File: config.mk
export PLATFORM = sky130hd
export DESIGN_NAME = rtc_irq_core
export DESIGN_NICKNAME = d
export VERILOG_FILES = /design/src/core/rtc_irq_pkg.sv /design/src/core/alarm_compare.sv /design/src/core/rtc_irq_core.sv /design/src/core/update_release_timer.sv
export SDC_FILE = /design/constraint.sdc
export NUM_CORES = 1
export LEC_CHECK = 0
export BUFFER_PORTS_ARGS = -buffer_cell sky130_fd_sc_hd__buf_2
export CAP_MARGIN = 20
export CORE_MARGIN = 3
export CORE_UTILIZATION = 54
export DETAILED_ROUTE_END_ITERATION = 12
export PLACE_DENSITY = 0.85
export SYNTH_ARGS = -nofsm -noshare
export SYNTH_HDL_FRONTEND = slang
export SYNTH_SLANG_ARGS = --single-unit
File: constraint.sdc
create_clock -name clk -period 3.67 [get_ports clk]
set_input_delay 0.5505 -clock clk [delete_from_list [all_inputs] [get_ports clk]]
set_output_delay 0.5505 -clock clk [all_outputs]
set_load 0.05 [all_outputs]
File: src/core/rtc_irq_pkg.sv
// =====================================================================
// Shared constants for the alarm and time-update interrupt logic.
// Assumes a 100 MHz system clock and 32-bit AHB-Lite register access.
`default_nettype none
package rtc_irq_pkg;

  // Register indices; byte address is four times the index
  localparam logic [5:0] IDX_SEC_ALARM = 6'h06;
  localparam logic [5:0] IDX_MIN_ALARM = 6'h07;
  localparam logic [5:0] IDX_HOUR_ALARM = 6'h08;
  localparam logic [5:0] IDX_WEEK_DAY_ALARM = 6'h09;
  localparam logic [5:0] IDX_EXTENSION_CONTROL = 6'h0d;
  localparam logic [5:0] IDX_EVENT_FLAGS = 6'h0e;
  localparam logic [5:0] IDX_INTERRUPT_CONTROL = 6'h0f;

  // Field positions
  localparam int unsigned BIT_FIELD_IGNORE = 7;
  localparam int unsigned BIT_UPDATE_PERIOD_SELECT = 5;
  localparam int unsigned BIT_WEEK_DAY_SELECT = 3;
  localparam int unsigned BIT_UPDATE_FLAG = 5;
  localparam int unsigned BIT_ALARM_FLAG = 3;
  localparam int unsigned BIT_UPDATE_IRQ_ENABLE = 5;
  localparam int unsigned BIT_TIMER_IRQ_ENABLE = 4;
  localparam int unsigned BIT_ALARM_IRQ_ENABLE = 3;
  localparam int unsigned BIT_STOP = 0;

  // Writable bits of the control registers; the rest read as zero
  localparam logic [7:0] MASK_EXTENSION_CONTROL = 8'hfb;
  localparam logic [7:0] MASK_INTERRUPT_CONTROL = 8'h3d;

  // Reset values
  localparam logic [7:0] RESET_ALARM = 8'h00;
  localparam logic [7:0] RESET_EXTENSION_CONTROL = 8'h00;
  localparam logic [7:0] RESET_INTERRUPT_CONTROL = 8'h00;

  // Update pulse release window and its cycle count (least time, rounded up)
  localparam int unsigned CLK_PERIOD_NS = 10;
  localparam int unsigned UPDATE_PULSE_RELEASE_TIME_MIN_NS = 7324000;
  localparam int unsigned UPDATE_PULSE_RELEASE_TIME_MAX_NS = 7644000;
  localparam int unsigned UPDATE_PULSE_RELEASE_CYCLES =
    (UPDATE_PULSE_RELEASE_TIME_MIN_NS + CLK_PERIOD_NS - 1) / CLK_PERIOD_NS;
  localparam int unsigned RELEASE_COUNT_WIDTH = 20;

  // AHB encodings
  localparam logic [1:0] HTRANS_NONSEQ = 2'h2;
  localparam logic [2:0] HSIZE_WORD = 3'h2;

  // One alarm field: ignored, or equal to the current value
  function automatic logic field_hit(input logic ignore, input logic [6:0] alarm,
                                     input logic [6:0] now);
    field_hit = ignore || (alarm == now);
  endfunction

endpackage
`default_nettype wire

File: src/core/alarm_compare.sv
// =====================================================================
// Alarm comparator: current time against the four alarm fields.
// Assumes BCD time inputs and a one-hot weekday (bit 0 Sunday).
`timescale 1ns/1ns
`default_nettype none
module alarm_compare (
  input wire logic [7:0] sec_alarm,
  input wire logic [7:0] min_alarm,
  input wire logic [7:0] hour_alarm,
  input wire logic [7:0] week_day_alarm,
  input wire logic week_day_select,
  input wire logic [6:0] cur_sec,
  input wire logic [6:0] cur_min,
  input wire logic [5:0] cur_hour,
  input wire logic [5:0] cur_day,
  input wire logic [6:0] cur_weekday,
  output logic match
);

  logic sec_hit;
  logic min_hit;
  logic hour_hit;
  logic day_hit;
  logic week_hit;
  logic date_hit;

  // =====================================================================
  // Field comparison; an ignored field always hits
  assign sec_hit = rtc_irq_pkg::field_hit(sec_alarm[rtc_irq_pkg::BIT_FIELD_IGNORE],
    sec_alarm[6:0], cur_sec);
  assign min_hit = rtc_irq_pkg::field_hit(min_alarm[rtc_irq_pkg::BIT_FIELD_IGNORE],
    min_alarm[6:0], cur_min);
  assign hour_hit = rtc_irq_pkg::field_hit(hour_alarm[rtc_irq_pkg::BIT_FIELD_IGNORE],
    {1'b0, hour_alarm[5:0]}, {1'b0, cur_hour});
  assign date_hit = rtc_irq_pkg::field_hit(1'b0, {1'b0, week_day_alarm[5:0]},
    {1'b0, cur_day});
  // Any set weekday bit that matches today hits
  assign week_hit = |(week_day_alarm[6:0] & cur_weekday);
  // Week mode with select 0, day-of-month with select 1
  assign day_hit = week_day_alarm[rtc_irq_pkg::BIT_FIELD_IGNORE] ||
    (week_day_select ? date_hit : week_hit);

  assign match = sec_hit && min_hit && hour_hit && day_hit;

endmodule
`default_nettype wire

File: src/core/rtc_irq_core.sv
// =====================================================================
// Alarm and time-update interrupt logic with its AHB-Lite registers.
// Assumes the time counters sit outside and give one-cycle tick pulses
// in the cycle after the time values change; the wake-up timer request
// comes from outside as a level.
`timescale 1ns/1ns
`default_nettype none
module rtc_irq_core #(
  parameter int unsigned RELEASE_CYCLES = rtc_irq_pkg::UPDATE_PULSE_RELEASE_CYCLES
) (
  input wire logic clk,
  input wire logic reset_n,
  // AHB-Lite slave
  input wire logic hsel,
  input wire logic [31:0] haddr,
  input wire logic [1:0] htrans,
  input wire logic hwrite,
  input wire logic [2:0] hsize,
  input wire logic [31:0] hwdata,
  input wire logic hready,
  output logic [31:0] hrdata,
  output logic hreadyout,
  output logic hresp,
  // Time base from the clock counters
  input wire logic sec_tick,
  input wire logic min_tick,
  input wire logic [6:0] cur_sec,
  input wire logic [6:0] cur_min,
  input wire logic [5:0] cur_hour,
  input wire logic [5:0] cur_day,
  input wire logic [6:0] cur_weekday,
  // Wake-up timer request from outside
  input wire logic timer_irq_req,
  // Open-drain interrupt pin
  output logic irq_n_out,
  output logic irq_n_oe_n
);

  // =====================================================================
  // Register state
  // Alarm settings keep all eight bits so software reads back what it wrote
  logic [7:0] sec_alarm_q;
  logic [7:0] min_alarm_q;
  logic [7:0] hour_alarm_q;
  logic [7:0] week_day_alarm_q;
  logic [7:0] extension_control_q;
  logic [7:0] interrupt_control_q;
  logic alarm_flag_q;
  logic update_flag_q;
  logic [31:0] hrdata_q;

  // Data-phase bookkeeping
  // A write's index is held one cycle, until its data arrives
  logic wr_pending_q;
  logic [5:0] wr_index_q;

  // Address-phase decode and the write byte of the data phase
  logic access;
  logic [5:0] addr_index;
  logic wr_en;
  logic [7:0] wr_byte;
  logic [7:0] rd_byte;

  // Control bits
  logic week_day_select;
  logic update_period_select;
  logic update_irq_enable;
  logic timer_irq_enable;
  logic alarm_irq_enable;
  logic stop;

  // Events and requests
  logic alarm_match;
  logic alarm_event;
  logic update_event;
  logic update_window;
  logic alarm_req;
  logic update_req;
  logic timer_req;
  logic alarm_flag_clear;
  logic update_flag_clear;

  // =====================================================================
  // AHB-Lite address phase
  // Every transfer completes with no wait state and an OKAY response.
  assign access = hsel && hready && (htrans == rtc_irq_pkg::HTRANS_NONSEQ);
  assign addr_index = haddr[7:2];
  assign hreadyout = 1'b1;
  assign hresp = 1'b0;

  // Remember a write for the data phase that follows
  always_ff @(posedge clk) begin
    if (!reset_n) begin
      wr_pending_q <= 1'b0;
      wr_index_q <= '0;
    end else if (hready) begin
      wr_pending_q <= access && hwrite;
      wr_index_q <= addr_index;
    end
  end

  assign wr_en = wr_pending_q;
  // Only byte lane 0 carries register data. The transfer size is not
  // decoded: software is expected to use whole words, and a narrower
  // write still lands as if it were a word.
  assign wr_byte = hwdata[7:0];

  // =====================================================================
  // Read path
  // Read data is captured in the address phase so it stands from a
  // flip-flop through the whole data phase; unmapped indices read zero.
  always_comb begin
    rd_byte = 8'h00;
    unique case (addr_index)
      rtc_irq_pkg::IDX_SEC_ALARM: rd_byte = sec_alarm_q;
      rtc_irq_pkg::IDX_MIN_ALARM: rd_byte = min_alarm_q;
      rtc_irq_pkg::IDX_HOUR_ALARM: rd_byte = hour_alarm_q;
      rtc_irq_pkg::IDX_WEEK_DAY_ALARM: rd_byte = week_day_alarm_q;
      rtc_irq_pkg::IDX_EXTENSION_CONTROL: rd_byte = extension_control_q;
      rtc_irq_pkg::IDX_EVENT_FLAGS: begin
        rd_byte[rtc_irq_pkg::BIT_UPDATE_FLAG] = update_flag_q;
        rd_byte[rtc_irq_pkg::BIT_ALARM_FLAG] = alarm_flag_q;
      end
      rtc_irq_pkg::IDX_INTERRUPT_CONTROL: rd_byte = interrupt_control_q;
      default: rd_byte = 8'h00;
    endcase
  end

  always_ff @(posedge clk) begin
    if (!reset_n) begin
      hrdata_q <= '0;
    end else if (access && !hwrite) begin
      // Loaded only by an accepted read, so a write leaves old data standing
      hrdata_q <= {24'h000000, rd_byte};
    end
  end

  assign hrdata = hrdata_q;

  // =====================================================================
  // Alarm setting registers
  // Settings are not checked for legal BCD; a value that the time
  // counters can never show never matches, but bit 6 of the hour and day-of-month settings is not compared.
  always_ff @(posedge clk) begin
    if (!reset_n) begin
      sec_alarm_q <= rtc_irq_pkg::RESET_ALARM;
      min_alarm_q <= rtc_irq_pkg::RESET_ALARM;
      hour_alarm_q <= rtc_irq_pkg::RESET_ALARM;
      week_day_alarm_q <= rtc_irq_pkg::RESET_ALARM;
    end else if (wr_en) begin
      if (wr_index_q == rtc_irq_pkg::IDX_SEC_ALARM) begin
        sec_alarm_q <= wr_byte;
      end
      if (wr_index_q == rtc_irq_pkg::IDX_MIN_ALARM) begin
        min_alarm_q <= wr_byte;
      end
      if (wr_index_q == rtc_irq_pkg::IDX_HOUR_ALARM) begin
        hour_alarm_q <= wr_byte;
      end
      if (wr_index_q == rtc_irq_pkg::IDX_WEEK_DAY_ALARM) begin
        week_day_alarm_q <= wr_byte;
      end
    end
  end

  // =====================================================================
  // Control registers
  // Bits that belong to other functions are kept as plain storage.
  // A cleared enable reaches the pin as soon as the write lands, with no extra cycle.
  always_ff @(posedge clk) begin
    if (!reset_n) begin
      extension_control_q <= rtc_irq_pkg::RESET_EXTENSION_CONTROL;
    end else if (wr_en && (wr_index_q == rtc_irq_pkg::IDX_EXTENSION_CONTROL)) begin
      extension_control_q <= wr_byte & rtc_irq_pkg::MASK_EXTENSION_CONTROL;
    end
  end

  always_ff @(posedge clk) begin
    if (!reset_n) begin
      interrupt_control_q <= rtc_irq_pkg::RESET_INTERRUPT_CONTROL;
    end else if (wr_en && (wr_index_q == rtc_irq_pkg::IDX_INTERRUPT_CONTROL)) begin
      interrupt_control_q <= wr_byte & rtc_irq_pkg::MASK_INTERRUPT_CONTROL;
    end
  end

  assign week_day_select = extension_control_q[rtc_irq_pkg::BIT_WEEK_DAY_SELECT];
  assign update_period_select = extension_control_q[rtc_irq_pkg::BIT_UPDATE_PERIOD_SELECT];
  assign update_irq_enable = interrupt_control_q[rtc_irq_pkg::BIT_UPDATE_IRQ_ENABLE];
  assign timer_irq_enable = interrupt_control_q[rtc_irq_pkg::BIT_TIMER_IRQ_ENABLE];
  assign alarm_irq_enable = interrupt_control_q[rtc_irq_pkg::BIT_ALARM_IRQ_ENABLE];
  assign stop = interrupt_control_q[rtc_irq_pkg::BIT_STOP];

  // =====================================================================
  // Alarm event
  // Pure comparison; when an event may fire is decided here, not inside
  alarm_compare u_alarm_compare (
    .sec_alarm(sec_alarm_q),
    .min_alarm(min_alarm_q),
    .hour_alarm(hour_alarm_q),
    .week_day_alarm(week_day_alarm_q),
    .week_day_select(week_day_select),
    .cur_sec(cur_sec),
    .cur_min(cur_min),
    .cur_hour(cur_hour),
    .cur_day(cur_day),
    .cur_weekday(cur_weekday),
    .match(alarm_match)
  );

  // Sampled only on the seconds tick, so writing a setting equal to the
  // present time fires nothing until the next updated time matches.
  // Stop blocks events even if the outside counters still tick.
  assign alarm_event = sec_tick && alarm_match && !stop;

  // =====================================================================
  // Update event
  // The generator runs regardless of the enable; only the pin is gated.
  // The release window restarts on every event; with the real window
  // far shorter than a second, consecutive pulses never merge, but a
  // shortened window in simulation must still stay below the tick gap.
  assign update_event = !stop &&
    (update_period_select ? min_tick : sec_tick);

  // Window length is a parameter so a bench can shorten it
  update_release_timer #(
    .RELEASE_CYCLES(RELEASE_CYCLES)
  ) u_update_release_timer (
    .clk(clk),
    .reset_n(reset_n),
    .start(update_event),
    .active(update_window)
  );

  // =====================================================================
  // Event flags
  // Only a written 0 clears; a written 1 leaves the flag alone, and an
  // event in the clearing cycle wins so it is never lost.
  assign alarm_flag_clear = wr_en && (wr_index_q == rtc_irq_pkg::IDX_EVENT_FLAGS) &&
    !wr_byte[rtc_irq_pkg::BIT_ALARM_FLAG];
  assign update_flag_clear = wr_en && (wr_index_q == rtc_irq_pkg::IDX_EVENT_FLAGS) &&
    !wr_byte[rtc_irq_pkg::BIT_UPDATE_FLAG];

  // Alarm flag latches whether or not the pin is enabled
  always_ff @(posedge clk) begin
    if (!reset_n) begin
      alarm_flag_q <= 1'b0;
    end else if (alarm_event) begin
      alarm_flag_q <= 1'b1;
    end else if (alarm_flag_clear) begin
      alarm_flag_q <= 1'b0;
    end
  end

  // Update flag follows the same set-wins rule as the alarm flag
  always_ff @(posedge clk) begin
    if (!reset_n) begin
      update_flag_q <= 1'b0;
    end else if (update_event) begin
      update_flag_q <= 1'b1;
    end else if (update_flag_clear) begin
      update_flag_q <= 1'b0;
    end
  end

  // =====================================================================
  // Interrupt pin
  // Requests are gated combinationally so a cleared enable or flag
  // releases the pin at once rather than one cycle late.
  assign alarm_req = alarm_flag_q && alarm_irq_enable;
  assign update_req = update_flag_q && update_window && update_irq_enable;
  assign timer_req = timer_irq_req && timer_irq_enable;

  // Pin is only ever driven low; enable low means driving
  // The value is tied low and only the enable moves, so the pin never
  // drives high and the outside pull-up sets the released level.
  assign irq_n_out = 1'b0;
  assign irq_n_oe_n = !(alarm_req || update_req || timer_req);

endmodule
`default_nettype wire

File: src/core/update_release_timer.sv
// =====================================================================
// Release timer for the update interrupt low pulse.
// Assumes start is a one-cycle pulse on each time update event.
`timescale 1ns/1ns
`default_nettype none
module update_release_timer #(
  parameter int unsigned RELEASE_CYCLES = rtc_irq_pkg::UPDATE_PULSE_RELEASE_CYCLES
) (
  input wire logic clk,
  input wire logic reset_n,
  input wire logic start,
  output logic active
);

  localparam int unsigned CNT_W = rtc_irq_pkg::RELEASE_COUNT_WIDTH;
  localparam logic [CNT_W-1:0] LOAD = CNT_W'(RELEASE_CYCLES);
  localparam logic [CNT_W-1:0] ZERO = '0;
  localparam logic [CNT_W-1:0] ONE = CNT_W'(1);

  logic [CNT_W-1:0] count_q;

  // =====================================================================
  // Count down from the load value; a new event restarts the window
  always_ff @(posedge clk) begin
    if (!reset_n) begin
      count_q <= ZERO;
    end else if (start) begin
      count_q <= LOAD;
    end else if (count_q != ZERO) begin
      count_q <= count_q - ONE;
    end
  end

  assign active = (count_q != ZERO);

endmodule
`default_nettype wire
==> load_flow_metrics.sql <==
INSERT INTO impl_metrics (metric_group, metric, value, unit) VALUES
('cts', 'clock_insertion_delay_worst_skew', '360', 'ps'),
('cells_and_area', 'fillerInstances', '614', ''),
('sta', 'timing.final.crit_share', '0.857', ''),
('synth', 'yosysWarningCount', '0', ''),
('synth', 'mappedNetlistArea', '4180', 'µm²'),
('sta', 'grt_setup_unrepaired', 'no', ''),
('cts', 'cts.repair.resized', '0', ''),
('synth', 'synth_edf_count', '0', ''),
('synth', 'postSynthRegisterBits', '81', ''),
('cells_and_area', 'areaGrowthSynthToFinish', '11.7', '%'),
('cts', 'ctsLongestPathBuffers', '2', ''),
('power', 'seqPwrFrac', '0.490', ''),
('power', 'power.ir.vdd_worst', '0.000253', 'V'),
('hold_path', 'timing.hold.worst.class', 'primary input to flip-flop', ''),
('critical_path', 'critPathMaxFanout', '11', ''),
('cts', 'clock_tree_from_tritoncts', 'built', ''),
('routing', 'drt-initial-drc-count', '338', ''),
('cts', 'ctsRootBufferMaster', 'sky130_fd_sc_hd__clkbuf_8', ''),
('routing', 'dr.pass1.iters', '6', ''),
('sta', 'tns', '0', 'ps'),
('routing', 'routed_wirelength', '10300', 'µm'),
('global_route', 'globalRoute.totalOverflow', '0', ''),
('outcome', 'status', 'complete, no violations', ''),
('cts', 'post_cts_hold_buffer_count', '0', ''),
('floorplanning', 'floorplan.initialDensity', '0.567', ''),
('run', 'drv.max_cap_violation_count', '0', ''),
('synth', 'netlist_top_cells_area', 'sky130_fd_sc_hd__dfxtp_1 39%, sky130_fd_sc_hd__mux2i_1 13%, sky130_fd_sc_hd__nor2_1 6.8%', ''),
('synth', 'yosysUniqueCellTypes', '50', ''),
('routing', 'route.vias.total', '3570', ''),
('sta', 'setup-violations-final', '0', ''),
('routing', 'drc', '0', ''),
('sta', 'final.min_clock_period', '3150', 'ps'),
('global_route', 'groute.usage.overall', '0.230', ''),
('power', 'p_sw', '0.522', 'mW'),
('sta', 'worst_slew_pin_tran', '1080', 'ps'),
('cts', 'cts.htree.levels', '3', ''),
('critical_path', 'timing.critical_path.arrival', '2600', 'ps'),
('cells_and_area', 'final_core_util', '0.633', ''),
('power', 'internal-power', '1.36', 'mW'),
('sta', 'hold_slack', '493', 'ps'),
('power', 'power', '1.88', 'mW'),
('cells_and_area', 'layout_common_cells', '81 x sky130_fd_sc_hd__dfxtp_1, 76 x sky130_fd_sc_hd__nor2_1, 65 x sky130_fd_sc_hd__buf_2', ''),
('power', 'power.density_cell_area', '403', 'nW/µm²'),
('cells_and_area', 'insertedDiodeCount', '0', ''),
('global_route', 'number_of_antenna_violations_at_the_first_check_in_global_routing', '0', ''),
('floorplanning', 'rows', '31', ''),
('critical_path', 'worst_endpoint_required_time', '3120', 'ps'),
('critical_path', 'start_kind', 'flip-flop', ''),
('cts', 'clkTransAtPathRegs', '90', 'ps'),
('sta', 'relSlewSlack', '0.279', ''),
('sta', 'hold_viol_final', '0', ''),
('placement', 'numPortBuffers', '65', ''),
('floorplanning', 'die-width', '94.0', 'µm'),
('placement', 'numPlacedInstances', '603', ''),
('power', 'power.share.switching', '0.277', ''),
('sta', 'final-max-slew-violation-count', '0', ''),
('synth', 'post_synth_inst_count', '458', ''),
('floorplanning', 'design.portCount', '146', ''),
('cells_and_area', 'drive_above_1_share', '0.192', ''),
('global_route', 'grt_first_pass_wirelength', '16100', 'µm'),
('synth', 'synth-async-reset-ratio', '0', ''),
('synth', 'netlist.top_cell.by_area', 'sky130_fd_sc_hd__dfxtp_1', ''),
('synth', 'yosysTopAreaCellShare', '0.388', ''),
('floorplanning', 'design.die.area', '8830', 'µm²'),
('cells_and_area', 'design_area', '4670', 'µm²'),
('placement', 'dpl_cell_area', '4450', 'µm²'),
('critical_path', 'criticalPathCategory', 'flip-flop to output port', ''),
('global_route', 'grt_start_max_net_pins', '63', ''),
('sta', 'post-route-worst-setup-slack', '524', 'ps'),
('sta', 'clock-skew-final', '15.3', 'ps'),
('sta', 'fmax', '0.318', 'GHz');
==> power groups by stage <==
stage               sequential (mW)  combinational [mW]  clock, mW
global route                  0.925               0.271      0.748
CTS                           0.921               0.249      0.709
detailed placement            0.942               0.248          0
finish                        0.922               0.252      0.708
global placement              0.939               0.242          0
floorplan                     0.939               0.200          0
==> per-layer routing <==
| metal | global-route usage | share of wire | up-vias |
|---|---|---|---|
| met1 | 0.308 | 0.42 | 1691 |
| li1 | - | - | 1692 |
| met5 | 0 | 0 | - |
| met4 | 0.0854 | 0.017 | 0 |
| met2 | 0.375 | 0.48 | 171 |
| met3 | 0.0361 | 0.086 | 16 |
==> cells by family after synthesis <==
group	synth area share
compound gates	0.109
xor+xnor	0.0818
fa+ha+maj	0.00599
buf+inv	0.0710
flops	0.388
mux	0.164
other cells	0.00180
simple gates	0.178
==> Yosys cell counts (all sizes together) (2+ instances only) <==
library cell and instances:
dfxtp 81, nor2 76, mux2i 56, buf 30, xnor2 22, a21oi 18, xor2 17, nor3 16
clkbuf 15, nand2 13, mux2 11, o21ai 11, nor4 8, a31oi 7, nand3 7, a22oi 6
inv 6, a32o 4, nand4 4, o41ai 4, or3 4, a222oi 3, a22o 3, nor2b 3
or4 3, a211oi 2, a221oi 2, and3 2, conb 2, ha 2, nand2b 2, nor3b 2
nor4b 2, o2111ai 2, o211ai 2
==> cell type report <==
cell class,instances,area (µm²),share of cell area
flip-flops and latches,81,1620,0.348
clock inverters,5,80.1,0.0172
clock buffers,11,131,0.0282
repair buffers,66,333,0.0713
multi-input cells,351,2350,0.504
inverters,6,22.5,0.00483
well taps,99,124,0.0265
==> registers in the layout (all words and copies together) (netlist names) <==
signal,cells
interrupt_control_q,5
wr_en,1
extension_control_q,7
u_update_release_timer.count_q,20
alarm_flag_q,1
hrdata,8
wr_index_q,6
week_day_alarm_q,8
min_alarm_q,8
update_flag_q,1
hour_alarm_q,8
sec_alarm_q,8
==> final timing paths <==
path | start | endpoint | slack [ps] | depth (start not counted)
setup / recovery | u_update_release_timer.count_q[11]$_SDFFE_PN0P_ | irq_n_oe_n | 520 | 5
hold / removal | hwrite | wr_en$_SDFFE_PN0P_ | 490 | 3
setup reg to reg | u_update_release_timer.count_q[0]$_SDFFE_PP0P_ | u_update_release_timer.count_q[14]$_SDFFE_PP0P_ | 1360 | 7
hold reg to reg | interrupt_control_q[2]$_SDFFE_PN0P_ | interrupt_control_q[2]$_SDFFE_PN0P_ | 500 | 2
==> worst max-delay path, cell delays in order (launching register included) <==
cell and delay, ps:
sky130_fd_sc_hd__dfxtp_1 350, sky130_fd_sc_hd__nor4_1 580, sky130_fd_sc_hd__and4_1 540, sky130_fd_sc_hd__nand3_1 200, sky130_fd_sc_hd__a31oi_1 260, sky130_fd_sc_hd__buf_2 300
(Power assumes the default switching activity.)
